### config.mk
export PLATFORM = sky130hd
export DESIGN_NAME = sbd_s_access
export DESIGN_NICKNAME = d
export VERILOG_FILES = /design/src/sbd_pkg.sv /design/src/sbd_dca_if.sv /design/src/sbd_bitpos.sv /design/src/sbd_dchan_access.sv /design/src/sbd_s_access.sv
export SDC_FILE = /design/constraint.sdc
export NUM_CORES = 1
export LEC_CHECK = 0
export ABC_AREA = 1
export BUFFER_PORTS_ARGS = -buffer_cell sky130_fd_sc_hd__buf_2
export CAP_MARGIN = 10
export CORE_MARGIN = 2
export CORE_UTILIZATION = 40
export CTS_CLUSTER_SIZE = 20
export DETAILED_ROUTE_END_ITERATION = 10
export PLACE_DENSITY = 0.57
export SLEW_MARGIN = 20
export SYNTH_ARGS = -nofsm -noshare
export SYNTH_HDL_FRONTEND = slang
export SYNTH_SLANG_ARGS = --single-unit
### constraint.sdc
create_clock -name i_core_clk -period 2 [get_ports i_core_clk]
set_input_delay 0.1 -clock i_core_clk [delete_from_list [all_inputs] [get_ports i_core_clk]]
set_output_delay 0.1 -clock i_core_clk [all_outputs]
set_load 0.02 [all_outputs]
### src/sbd_pkg.sv
// Purpose: shared constants and types for the s bus d-channel and sync block
// Assumes: one core clock; bit strobes come from logic on that clock
// Notes: frame positions count from 0 at the framing bit
package sbd_pkg;
  typedef enum logic [1:0] {SBD_TE, SBD_LT_T, SBD_NT, SBD_LT_S} sbd_mode_t;
  typedef enum logic [1:0] {SY_HUNT, SY_ACQ, SY_LOCK, SY_MISS} sbd_sync_t;
  // ****************************************
  // frame layout
  // ****************************************
  localparam int unsigned FRAME_BITS = 48;
  localparam logic [5:0] POS_F = 6'h00;
  localparam logic [5:0] POS_E = 6'h0a;
  localparam logic [5:0] POS_D = 6'h0b;
  localparam logic [5:0] POS_FA = 6'h0d;
  localparam logic [5:0] POS_CV16 = 6'h10;
  localparam logic [6:0] SG_POS_FOUR = 7'h14;
  localparam logic [6:0] SG_POS_TWELVE = 7'h5a;
  // ****************************************
  // counts, codes and reset values
  // ****************************************
  localparam logic [2:0] LOCK_GOOD_FRAMES = 3'h3;
  localparam logic [2:0] UP_DELAY_FRAMES = 3'h2;
  localparam logic [2:0] IFMODE_ACCESS_A = 3'h1;
  localparam logic [2:0] IFMODE_ACCESS_B = 3'h3;
  localparam logic [3:0] PRIO_EIGHT_ONES = 4'h8;
  localparam logic [3:0] PRIO_TEN_ONES = 4'ha;
  localparam logic RST_FA = 1'b1;
  localparam logic RST_LINE_D = 1'b1;
  localparam logic RST_ECHO = 1'b1;
  localparam logic RST_SG = 1'b0;

  function automatic logic sbd_is_net(input sbd_mode_t m);
    sbd_is_net = (m == SBD_NT) || (m == SBD_LT_S);
  endfunction
endpackage

### src/sbd_dca_if.sv
// Purpose: carries d-channel access signals between top and access unit
// Assumes: both ends on the core clock
// Notes: none
interface sbd_dca_if;
  logic en;
  logic prio_ten;
  logic echo_stb;
  logic echo_bit;
  logic sent_d;
  logic stop;
  logic coll;
  modport ctl(output en, prio_ten, echo_stb, echo_bit, sent_d,
              input stop, coll);
  modport unit(input en, prio_ten, echo_stb, echo_bit, sent_d,
               output stop, coll);
endinterface

### src/sbd_bitpos.sv
// Purpose: receive bit position counter within an s frame
// Assumes: i_realign only matters together with i_stb
// Notes: o_pos is the position of the bit now strobed
module sbd_bitpos #(
  parameter int unsigned FRAME_LEN = sbd_pkg::FRAME_BITS
) (
  input wire logic i_core_clk,
  input wire logic i_srst,
  input wire logic i_stb,
  input wire logic i_realign,
  output logic [5:0] o_pos,
  output logic o_frame_end
);
  import sbd_pkg::*;
  logic [5:0] cnt_r;
  logic [5:0] cnt_nxt;

  always_comb begin
    o_pos = i_realign ? POS_F : cnt_r;
    o_frame_end = i_stb && (o_pos == 6'(FRAME_LEN - 1));
    cnt_nxt = cnt_r;
    if (i_stb) begin
      cnt_nxt = o_frame_end ? POS_F : 6'(o_pos + 6'h01);
    end
  end

  always_ff @(posedge i_core_clk) begin
    if (i_srst) begin
      cnt_r <= POS_F;
    end else begin
      cnt_r <= cnt_nxt;
    end
  end
endmodule

### src/sbd_dchan_access.sv
// Purpose: d-channel collision detection and priority wait
// Assumes: echo strobe once per frame at the echo bit
// Notes: go is released one echo bit ahead of the free channel
module sbd_dchan_access (
  input wire logic i_core_clk,
  input wire logic i_srst,
  sbd_dca_if.unit dca
);
  import sbd_pkg::*;
  logic stop_r;
  logic stop_nxt;
  logic coll_r;
  logic coll_nxt;
  logic [3:0] ones_r;
  logic [3:0] ones_nxt;
  logic [3:0] need;

  always_comb begin
    need = dca.prio_ten ? PRIO_TEN_ONES : PRIO_EIGHT_ONES;
    stop_nxt = stop_r;
    ones_nxt = ones_r;
    coll_nxt = 1'b0;
    if (!dca.en) begin
      stop_nxt = 1'b0;
      ones_nxt = 4'h0;
    end else if (dca.echo_stb) begin
      if (!stop_r && (dca.echo_bit != dca.sent_d)) begin
        stop_nxt = 1'b1;
        coll_nxt = 1'b1;
        ones_nxt = 4'h0;
      end else if (stop_r) begin
        if (!dca.echo_bit) begin
          ones_nxt = 4'h0;
        end else if (ones_r == 4'(need - 4'h2)) begin
          stop_nxt = 1'b0;
          ones_nxt = 4'h0;
        end else begin
          ones_nxt = 4'(ones_r + 4'h1);
        end
      end
    end
  end

  always_ff @(posedge i_core_clk) begin
    if (i_srst) begin
      stop_r <= 1'b0;
      coll_r <= 1'b0;
      ones_r <= 4'h0;
    end else begin
      stop_r <= stop_nxt;
      coll_r <= coll_nxt;
      ones_r <= ones_nxt;
    end
  end

  assign dca.stop = stop_r;
  assign dca.coll = coll_r;

  property p_coll_stop;
    @(posedge i_core_clk) disable iff (i_srst)
    (dca.en && dca.echo_stb && !stop_r && dca.echo_bit != dca.sent_d)
      |=> (stop_r && coll_r);
  endproperty
  a_coll_stop: assert property (p_coll_stop)
    else $error("collision did not stop d channel");

  property p_go_early;
    @(posedge i_core_clk) disable iff (i_srst)
    (dca.en && dca.echo_stb && stop_r && dca.echo_bit &&
     ones_r == 4'(need - 4'h2)) |=> !stop_r;
  endproperty
  a_go_early: assert property (p_go_early)
    else $error("go not released one bit ahead");
endmodule

### src/sbd_s_access.sv
// Purpose: frame alignment, fa mirroring and d-channel access for s bus
// Assumes: rx and terminal bus strobes come from logic on the core clock
// Notes: outputs are registered; strobes are one-cycle pulses
module sbd_s_access (
  input wire logic i_core_clk,
  input wire logic i_srst,
  input wire sbd_pkg::sbd_mode_t i_layer_mode,
  input wire logic [2:0] i_dchan_iface_mode_sel,
  input wire logic i_trunk_access_en,
  input wire logic i_prio_ten,
  input wire logic i_multiframe_disable,
  input wire logic i_mf_sync,
  input wire logic i_q_frame,
  input wire logic [1:0] i_q_slot,
  input wire logic [3:0] i_q_bit_tx_values,
  input wire logic i_rx_stb,
  input wire logic i_rx_bit,
  input wire logic i_rx_cv,
  input wire logic i_tb_stb,
  input wire logic [6:0] i_tb_pos,
  input wire logic i_tb_twelve_byte,
  input wire logic i_tb_d_bit,
  output logic o_frame_locked,
  output logic o_upstream_en,
  output logic o_line_tx_fa,
  output logic o_line_tx_d,
  output logic o_line_tx_echo,
  output logic o_tb_sg,
  output logic o_tb_sg_stb,
  output logic o_collision
);
  import sbd_pkg::*;

  // ****************************************
  // mode decode
  // ****************************************
  logic net;
  logic term;
  logic access_en;
  logic ifmode_ok;

  always_comb begin
    net = sbd_is_net(i_layer_mode);
    term = !net;
    ifmode_ok = (i_dchan_iface_mode_sel == IFMODE_ACCESS_A) ||
                (i_dchan_iface_mode_sel == IFMODE_ACCESS_B);
    access_en = term && ifmode_ok &&
                ((i_layer_mode == SBD_TE) || i_trunk_access_en);
  end

  // ****************************************
  // bit position
  // ****************************************
  sbd_sync_t st_r;
  sbd_sync_t st_nxt;
  logic realign;
  logic [5:0] pos;
  logic fe;

  assign realign = term && (st_r == SY_HUNT) && i_rx_cv;

  sbd_bitpos #(.FRAME_LEN(FRAME_BITS)) u_bitpos (
    .i_core_clk(i_core_clk),
    .i_srst(i_srst),
    .i_stb(i_rx_stb),
    .i_realign(realign),
    .o_pos(pos),
    .o_frame_end(fe)
  );

  // ****************************************
  // frame check
  // ****************************************
  logic cvf_r;
  logic cvf_nxt;
  logic ones_r;
  logic ones_nxt;
  logic v16_r;
  logic v16_nxt;
  logic good;

  always_comb begin
    cvf_nxt = cvf_r;
    ones_nxt = ones_r;
    v16_nxt = v16_r;
    if (i_rx_stb) begin
      if (pos == POS_F) begin
        cvf_nxt = i_rx_cv;
        ones_nxt = 1'b1;
        v16_nxt = 1'b0;
      end else if (pos < POS_CV16) begin
        ones_nxt = ones_r && i_rx_bit && !i_rx_cv;
      end else if (pos == POS_CV16) begin
        v16_nxt = ones_r && i_rx_cv;
      end
    end
    good = cvf_r || v16_r;
  end

  always_ff @(posedge i_core_clk) begin
    if (i_srst) begin
      cvf_r <= 1'b0;
      ones_r <= 1'b0;
      v16_r <= 1'b0;
    end else begin
      cvf_r <= cvf_nxt;
      ones_r <= ones_nxt;
      v16_r <= v16_nxt;
    end
  end

  // ****************************************
  // alignment state machine
  // ****************************************
  logic [2:0] gcnt_r;
  logic [2:0] gcnt_nxt;
  logic [2:0] upcnt_r;
  logic [2:0] upcnt_nxt;
  logic up_nxt;
  logic lock_nxt;

  always_comb begin
    st_nxt = st_r;
    gcnt_nxt = gcnt_r;
    upcnt_nxt = upcnt_r;
    up_nxt = o_upstream_en;
    if (net) begin
      st_nxt = SY_HUNT;
      up_nxt = 1'b0;
    end else if (fe) begin
      case (st_r)
        SY_HUNT: begin
          if (good) begin
            st_nxt = SY_ACQ;
            gcnt_nxt = 3'h1;
          end
        end
        SY_ACQ: begin
          if (!good) begin
            st_nxt = SY_HUNT;
          end else if (gcnt_r == 3'(LOCK_GOOD_FRAMES - 3'h1)) begin
            st_nxt = SY_LOCK;
            upcnt_nxt = 3'h0;
          end else begin
            gcnt_nxt = 3'(gcnt_r + 3'h1);
          end
        end
        SY_LOCK: begin
          if (!good) begin
            st_nxt = SY_MISS;
          end else if (!o_upstream_en) begin
            if (upcnt_r == 3'(UP_DELAY_FRAMES - 3'h1)) begin
              up_nxt = 1'b1;
            end else begin
              upcnt_nxt = 3'(upcnt_r + 3'h1);
            end
          end
        end
        SY_MISS: begin
          if (good) begin
            st_nxt = SY_LOCK;
          end else begin
            st_nxt = SY_HUNT;
            up_nxt = 1'b0;
          end
        end
        default: st_nxt = SY_HUNT;
      endcase
    end
    lock_nxt = (st_nxt == SY_LOCK) || (st_nxt == SY_MISS);
  end

  always_ff @(posedge i_core_clk) begin
    if (i_srst) begin
      st_r <= SY_HUNT;
      gcnt_r <= 3'h0;
      upcnt_r <= 3'h0;
      o_upstream_en <= 1'b0;
      o_frame_locked <= 1'b0;
    end else begin
      st_r <= st_nxt;
      gcnt_r <= gcnt_nxt;
      upcnt_r <= upcnt_nxt;
      o_upstream_en <= up_nxt;
      o_frame_locked <= lock_nxt;
    end
  end

  // ****************************************
  // fa bit, line d and echo
  // ****************************************
  sbd_dca_if dca ();
  logic fa_rx_r;
  logic fa_rx_nxt;
  logic fa_nxt;
  logic d_nxt;
  logic echo_nxt;

  always_comb begin
    fa_rx_nxt = fa_rx_r;
    if (term && i_rx_stb && (pos == POS_FA)) begin
      fa_rx_nxt = i_rx_bit;
    end
    if (i_mf_sync && !i_multiframe_disable) begin
      fa_nxt = i_q_frame && i_q_bit_tx_values[i_q_slot];
    end else begin
      fa_nxt = fa_rx_r;
    end
    if (access_en && dca.stop) begin
      d_nxt = 1'b1;
    end else begin
      d_nxt = i_tb_d_bit;
    end
    echo_nxt = o_line_tx_echo;
    if (!net) begin
      echo_nxt = RST_ECHO;
    end else if (i_rx_stb && (pos == POS_D)) begin
      echo_nxt = i_rx_bit;
    end
  end

  always_ff @(posedge i_core_clk) begin
    if (i_srst) begin
      fa_rx_r <= RST_FA;
      o_line_tx_fa <= RST_FA;
      o_line_tx_d <= RST_LINE_D;
      o_line_tx_echo <= RST_ECHO;
    end else begin
      fa_rx_r <= fa_rx_nxt;
      o_line_tx_fa <= fa_nxt;
      o_line_tx_d <= d_nxt;
      o_line_tx_echo <= echo_nxt;
    end
  end

  // ****************************************
  // collision unit and stop/go
  // ****************************************
  logic [6:0] sg_pos;
  logic sg_hit;
  logic sg_nxt;

  assign dca.en = access_en;
  assign dca.prio_ten = i_prio_ten;
  assign dca.echo_stb = i_rx_stb && (pos == POS_E) && o_frame_locked;
  assign dca.echo_bit = i_rx_bit;
  assign dca.sent_d = o_line_tx_d;

  sbd_dchan_access u_access (
    .i_core_clk(i_core_clk),
    .i_srst(i_srst),
    .dca(dca.unit)
  );

  always_comb begin
    sg_pos = i_tb_twelve_byte ? SG_POS_TWELVE : SG_POS_FOUR;
    sg_hit = i_tb_stb && (i_tb_pos == sg_pos);
    sg_nxt = o_tb_sg;
    if (sg_hit) begin
      sg_nxt = access_en && dca.stop;
    end
  end

  always_ff @(posedge i_core_clk) begin
    if (i_srst) begin
      o_tb_sg <= RST_SG;
      o_tb_sg_stb <= 1'b0;
      o_collision <= 1'b0;
    end else begin
      o_tb_sg <= sg_nxt;
      o_tb_sg_stb <= sg_hit;
      o_collision <= dca.coll;
    end
  end

  // ****************************************
  // checks
  // ****************************************
  property p_one_bad_keep;
    @(posedge i_core_clk) disable iff (i_srst)
    (term && fe && !good && st_r == SY_LOCK) |=> o_frame_locked;
  endproperty
  a_one_bad_keep: assert property (p_one_bad_keep)
    else $error("lost alignment on one bad frame");

  property p_two_bad_lose;
    @(posedge i_core_clk) disable iff (i_srst)
    (term && fe && !good && st_r == SY_MISS)
      |=> (!o_frame_locked && !o_upstream_en);
  endproperty
  a_two_bad_lose: assert property (p_two_bad_lose)
    else $error("alignment kept after two bad frames");

  property p_v16_valid;
    @(posedge i_core_clk) disable iff (i_srst)
    (term && fe && v16_r && st_r == SY_LOCK) |=> (st_r == SY_LOCK);
  endproperty
  a_v16_valid: assert property (p_v16_valid)
    else $error("bit 16 violation frame not accepted");

  property p_up_after_lock;
    @(posedge i_core_clk) disable iff (i_srst)
    $rose(o_upstream_en) |-> (o_frame_locked && $past(fe));
  endproperty
  a_up_after_lock: assert property (p_up_after_lock)
    else $error("upstream enabled without alignment");

  property p_fa_mirror;
    @(posedge i_core_clk) disable iff (i_srst)
    (term && i_rx_stb && pos == POS_FA && !i_mf_sync)
      ##1 !i_mf_sync |=> (o_line_tx_fa == $past(i_rx_bit, 2));
  endproperty
  a_fa_mirror: assert property (p_fa_mirror)
    else $error("fa bit not mirrored");

  property p_transparent;
    @(posedge i_core_clk) disable iff (i_srst)
    net |=> (o_line_tx_d == $past(i_tb_d_bit));
  endproperty
  a_transparent: assert property (p_transparent)
    else $error("network d bit not transparent");

  property p_echo_gen;
    @(posedge i_core_clk) disable iff (i_srst)
    (net && i_rx_stb && pos == POS_D) |=> (o_line_tx_echo == $past(i_rx_bit));
  endproperty
  a_echo_gen: assert property (p_echo_gen)
    else $error("echo bit not generated");

  property p_sg_slot;
    @(posedge i_core_clk) disable iff (i_srst)
    sg_hit |=> (o_tb_sg_stb && o_tb_sg == $past(access_en && dca.stop));
  endproperty
  a_sg_slot: assert property (p_sg_slot)
    else $error("stop/go slot value wrong");
endmodule

==> summary.txt <==
Floorplanning
  • Core area: 4660 um^2
  • Rows: 25
  • Chip Width: 73.2 um
  • Top-Level Pins: 39
  • Die Area: 5360 um^2
  • Die Y-Extent: 73.2 um
  • Starting density of the core: 41.2%

Logic synthesis
  • Async set-or-reset flop fraction in the synthesized netlist: 0%
  • Post-synthesis mux area share: 0%
  • Cell accounting for the most synthesized area: dfxtp_1
  • Mapped Nets: 318
  • Cell Area, Synth: 1920 um^2
  • Simple-Gate Fraction of Synth Area: 35.4%
  • Post-synthesis cell count: 278
  • Sequential area share after synthesis: 33.4%
  • Syn. warnings: 0
  • Synth top area share: 33.4%
  • Synth area leaders: dfxtp_1, nand2_1, nor2_1, inv_1, a21oi_1
  • Library cells used by synthesis: 35
  • Synth Flop Type: dfxtp_1
  • Flops & latches, synth: 32
  • Post-synth EDFFs: 0
  • Synth Area in XOR/XNOR: 2.28%
  • Most frequent cell after synthesis: nand2_1
  • Adder-Cell Fraction of Synth Area: 5.87%
  • Top post-synthesis cells by count: nand2_1, nor2_1, inv_1, dfxtp_1, a21oi_1
  • Syn avg cell area: 6.90 um^2
  • Compound-Gate Fraction of Synth Area: 14.5%
  • Largest family of logic cells by synthesized area: simple AND/OR/NAND/NOR gates

Power
  • Leakage power: 1.04 nW
  • VDD IR max: 0.271 mV
  • Pwr/cell area: 605 nW/um^2

Timing
  • Slew headroom: 69.9%
  • Final min period: 1.78 ns
  • Setup Viol. Count Final: 0
  • Slew Viols, Final: 0
  • Worst-margin pin slew: 0.449 ns
  • Setup TNS: 0 ns
  • Achievable Freq: 563 MHz
  • Setup ws final: 0.224 ns
  • Setup Skew: 0.00405 ns
  • RSZ-0062 raised after global routing: false
  • Fin crit share: 88.8%
  • Fin. Hold Viols: 0

CTS
  • CTS Buf Count: 5
  • CTS tree: built
  • Clk slew on worst S/H paths: 0.07 ns
  • Clock Tree Root: clkbuf_8
  • Max clock buf depth: 2
  • Clk_lat worst skew: 0.29 ns
  • H-tree Lvls: 2
  • Clk sinks: 32

Critical path
  • CP Max Fanout: 7
  • Worst r2r src: st_r[1]
  • CP Launch Type: register
  • Slowest-stage cell, CP: dfxtp_2
  • Critical Path Most Common Cell: nand2_4
  • Setup CP Type: register to register
  • Family with the most delay on the worst path: simple AND/OR/NAND/NOR gates
  • CP bufs+invs: 2
  • Crit-path cells: nor2_2 -> nand2_4 -> nand2_1 -> inv_1 -> ha_1 -> nand4_4 -> nor3_4 -> buf_12 -> nand2_4 -> o21ai_0 -> nor2_1
  • Reg-to-Reg End: gcnt_r[0]
  • Crit-path max cell delay: 0.37 ns
  • Worst R2R Path Depth: 11
  • Worst reg2reg setup slack: 0.22 ns
  • Critical path data required time: 2.18 ns
  • Crit path DAT: 1.96 ns
  • Crit end category: register

Min path
  • Hold Path Class: input port to register
  • Hold EP: o_line_tx_fa
  • Worst Hold Launch: i_q_frame
  • Worst Hold Path Cells: 3

Finish
  • Diode count: 0
  • Final-stage net count: 366
  • Area Growth Syn to Fin: 21.4%
  • Post-Layout Cell Count: 381
  • Final core occ: 50.0%
  • Share of cells above drive strength 1: 21.1%

Placement
  • Placed Cells: 371
  • Port Buffer Count: 37
  • Setup slack after placement: 0.152 ns
  • Routability congestion estimate from global placement: 0.786
  • DP HPWL: 3.20 mm

Detailed routing
  • First-pass iteration count of the detailed router: 4
  • DR vias: 1,826
  • Routed Antenna Nets: 0
  • Remaining DRCs: 0
  • Post-Route WL: 4.12 mm
  • Iter 0 DRT Violations: 69
  • WL/cell: 10.8 um
  • Vias per cell: 4.79

Global routing
  • Largest net degree at the start of global routing: 17
  • First-pass GRT wire length: 7.02 mm
  • Gr usage total: 16.9%
  • Initial antenna violation count: 0
  • Congestion Overflow GR: 0
  • Number of global-route vias before repair: 1,663

Run status
  • Status: complete, no violations

Job
  • Max cap viols: 0
## how the worst max path moves through the flow
| stage | to | cells after the start | slack [ns] | from |
|---|---|---|---|---|
| 3_5_place_dp | gcnt_r[0] | 10 | 0.15 | st_r[1] |
| 5_1_grt | upcnt_r[2] | 11 | 0.05 | st_r[1] |
| 4_1_cts | gcnt_r[0] | 10 | 0.14 | st_r[1] |
| 6_report | gcnt_r[0] | 11 | 0.22 | st_r[1] |
| 2_1_floorplan | gcnt_r[0] | 10 | 0.17 | st_r[0] |
| 3_3_place_gp | gcnt_r[0] | 10 | 0.16 | st_r[1] |
## area by class of cell
class                           instances  area [um^2]
Sequential cell                        32          642
Timing Repair Buffer                   44          253
Clock inverter                          2         35.0
Multi-Input combinational cell        204         1110
Clock buffer                            6         72.6
Inverter                               39          146
Tap cell                               54         67.6
Fill cell                             507         2330
## flip-flops by register name, summed over array words and instances (netlist names), 2 cells and up
register and count:
gcnt_r 3, u_bitpos.cnt_r 6, st_r 2, upcnt_r 3, u_access.ones_r 4
## metal layers
metal	share of wire (%)	vias to the layer above	track usage, %	wire, um
met5	0	-	0	0
met4	1.5	0	5.56	61
met3	3.7	5	5.39	153
met2	48	29	28.5	1970
met1	47	789	20.3	1930
li1	-	1003	-	-
## cell families (layout without fill, tap and decap cells)
group | Yosys count | count (layout)
and+or+nand+nor | 140 | 140
AOI/OAI and AO/OA | 50 | 50
DFF | 32 | 32
xor gates and xnor gates | 5 | 5
buffers and inverters | 42 | 91
adders and majority gates | 9 | 9
## stage by stage
step	total power, mW	hold slack, ns	instance area (um^2)
6_report	1.41	0.0779	2330
5_1_grt	1.48	0.0988	2330
4_1_cts	1.44	0.0729	2310
3_5_place_dp	0.806	0.287	2190
3_3_place_gp	0.804	0.282	2190
2_1_floorplan	0.750	0.202	1920
## report_power, final
part           internal (mW)  switching (mW)  total [mW]  leakage [nW]
combinational         0.0561          0.0827       0.139         0.730
sequential             0.647         0.00481       0.652         0.260
clock                  0.370           0.249       0.618        0.0552
## timing repair
action / CTS / global route
setup buffers: 0 / 1
endpoints found under the setup margin: 0 / 6
gates resized for setup: 0 / 2
hold buffers: 1 / 0
endpoints found under the hold margin: 1 / 0
## cells in the final DEF (no fill, tap or decap), drive strengths merged, types with 6 or more instances in the layout
master / instances
clkbuf: 6
a21oi: 24
nand4: 7
dfxtp: 32
nor2: 47
o21ai: 18
nand2: 59
nand3: 14
buf: 43
ha: 9
inv: 37
## worst register-to-register path: stages, from the launching register on
cell	delay, ns
dfxtp_2	0.37
nor2_2	0.07
nand2_4	0.07
nand2_1	0.09
inv_1	0.09
ha_1	0.21
nand4_4	0.16
nor3_4	0.22
buf_12	0.14
nand2_4	0.06
o21ai_0	0.14
nor2_1	0.05
(Power assumes the default switching activity.)
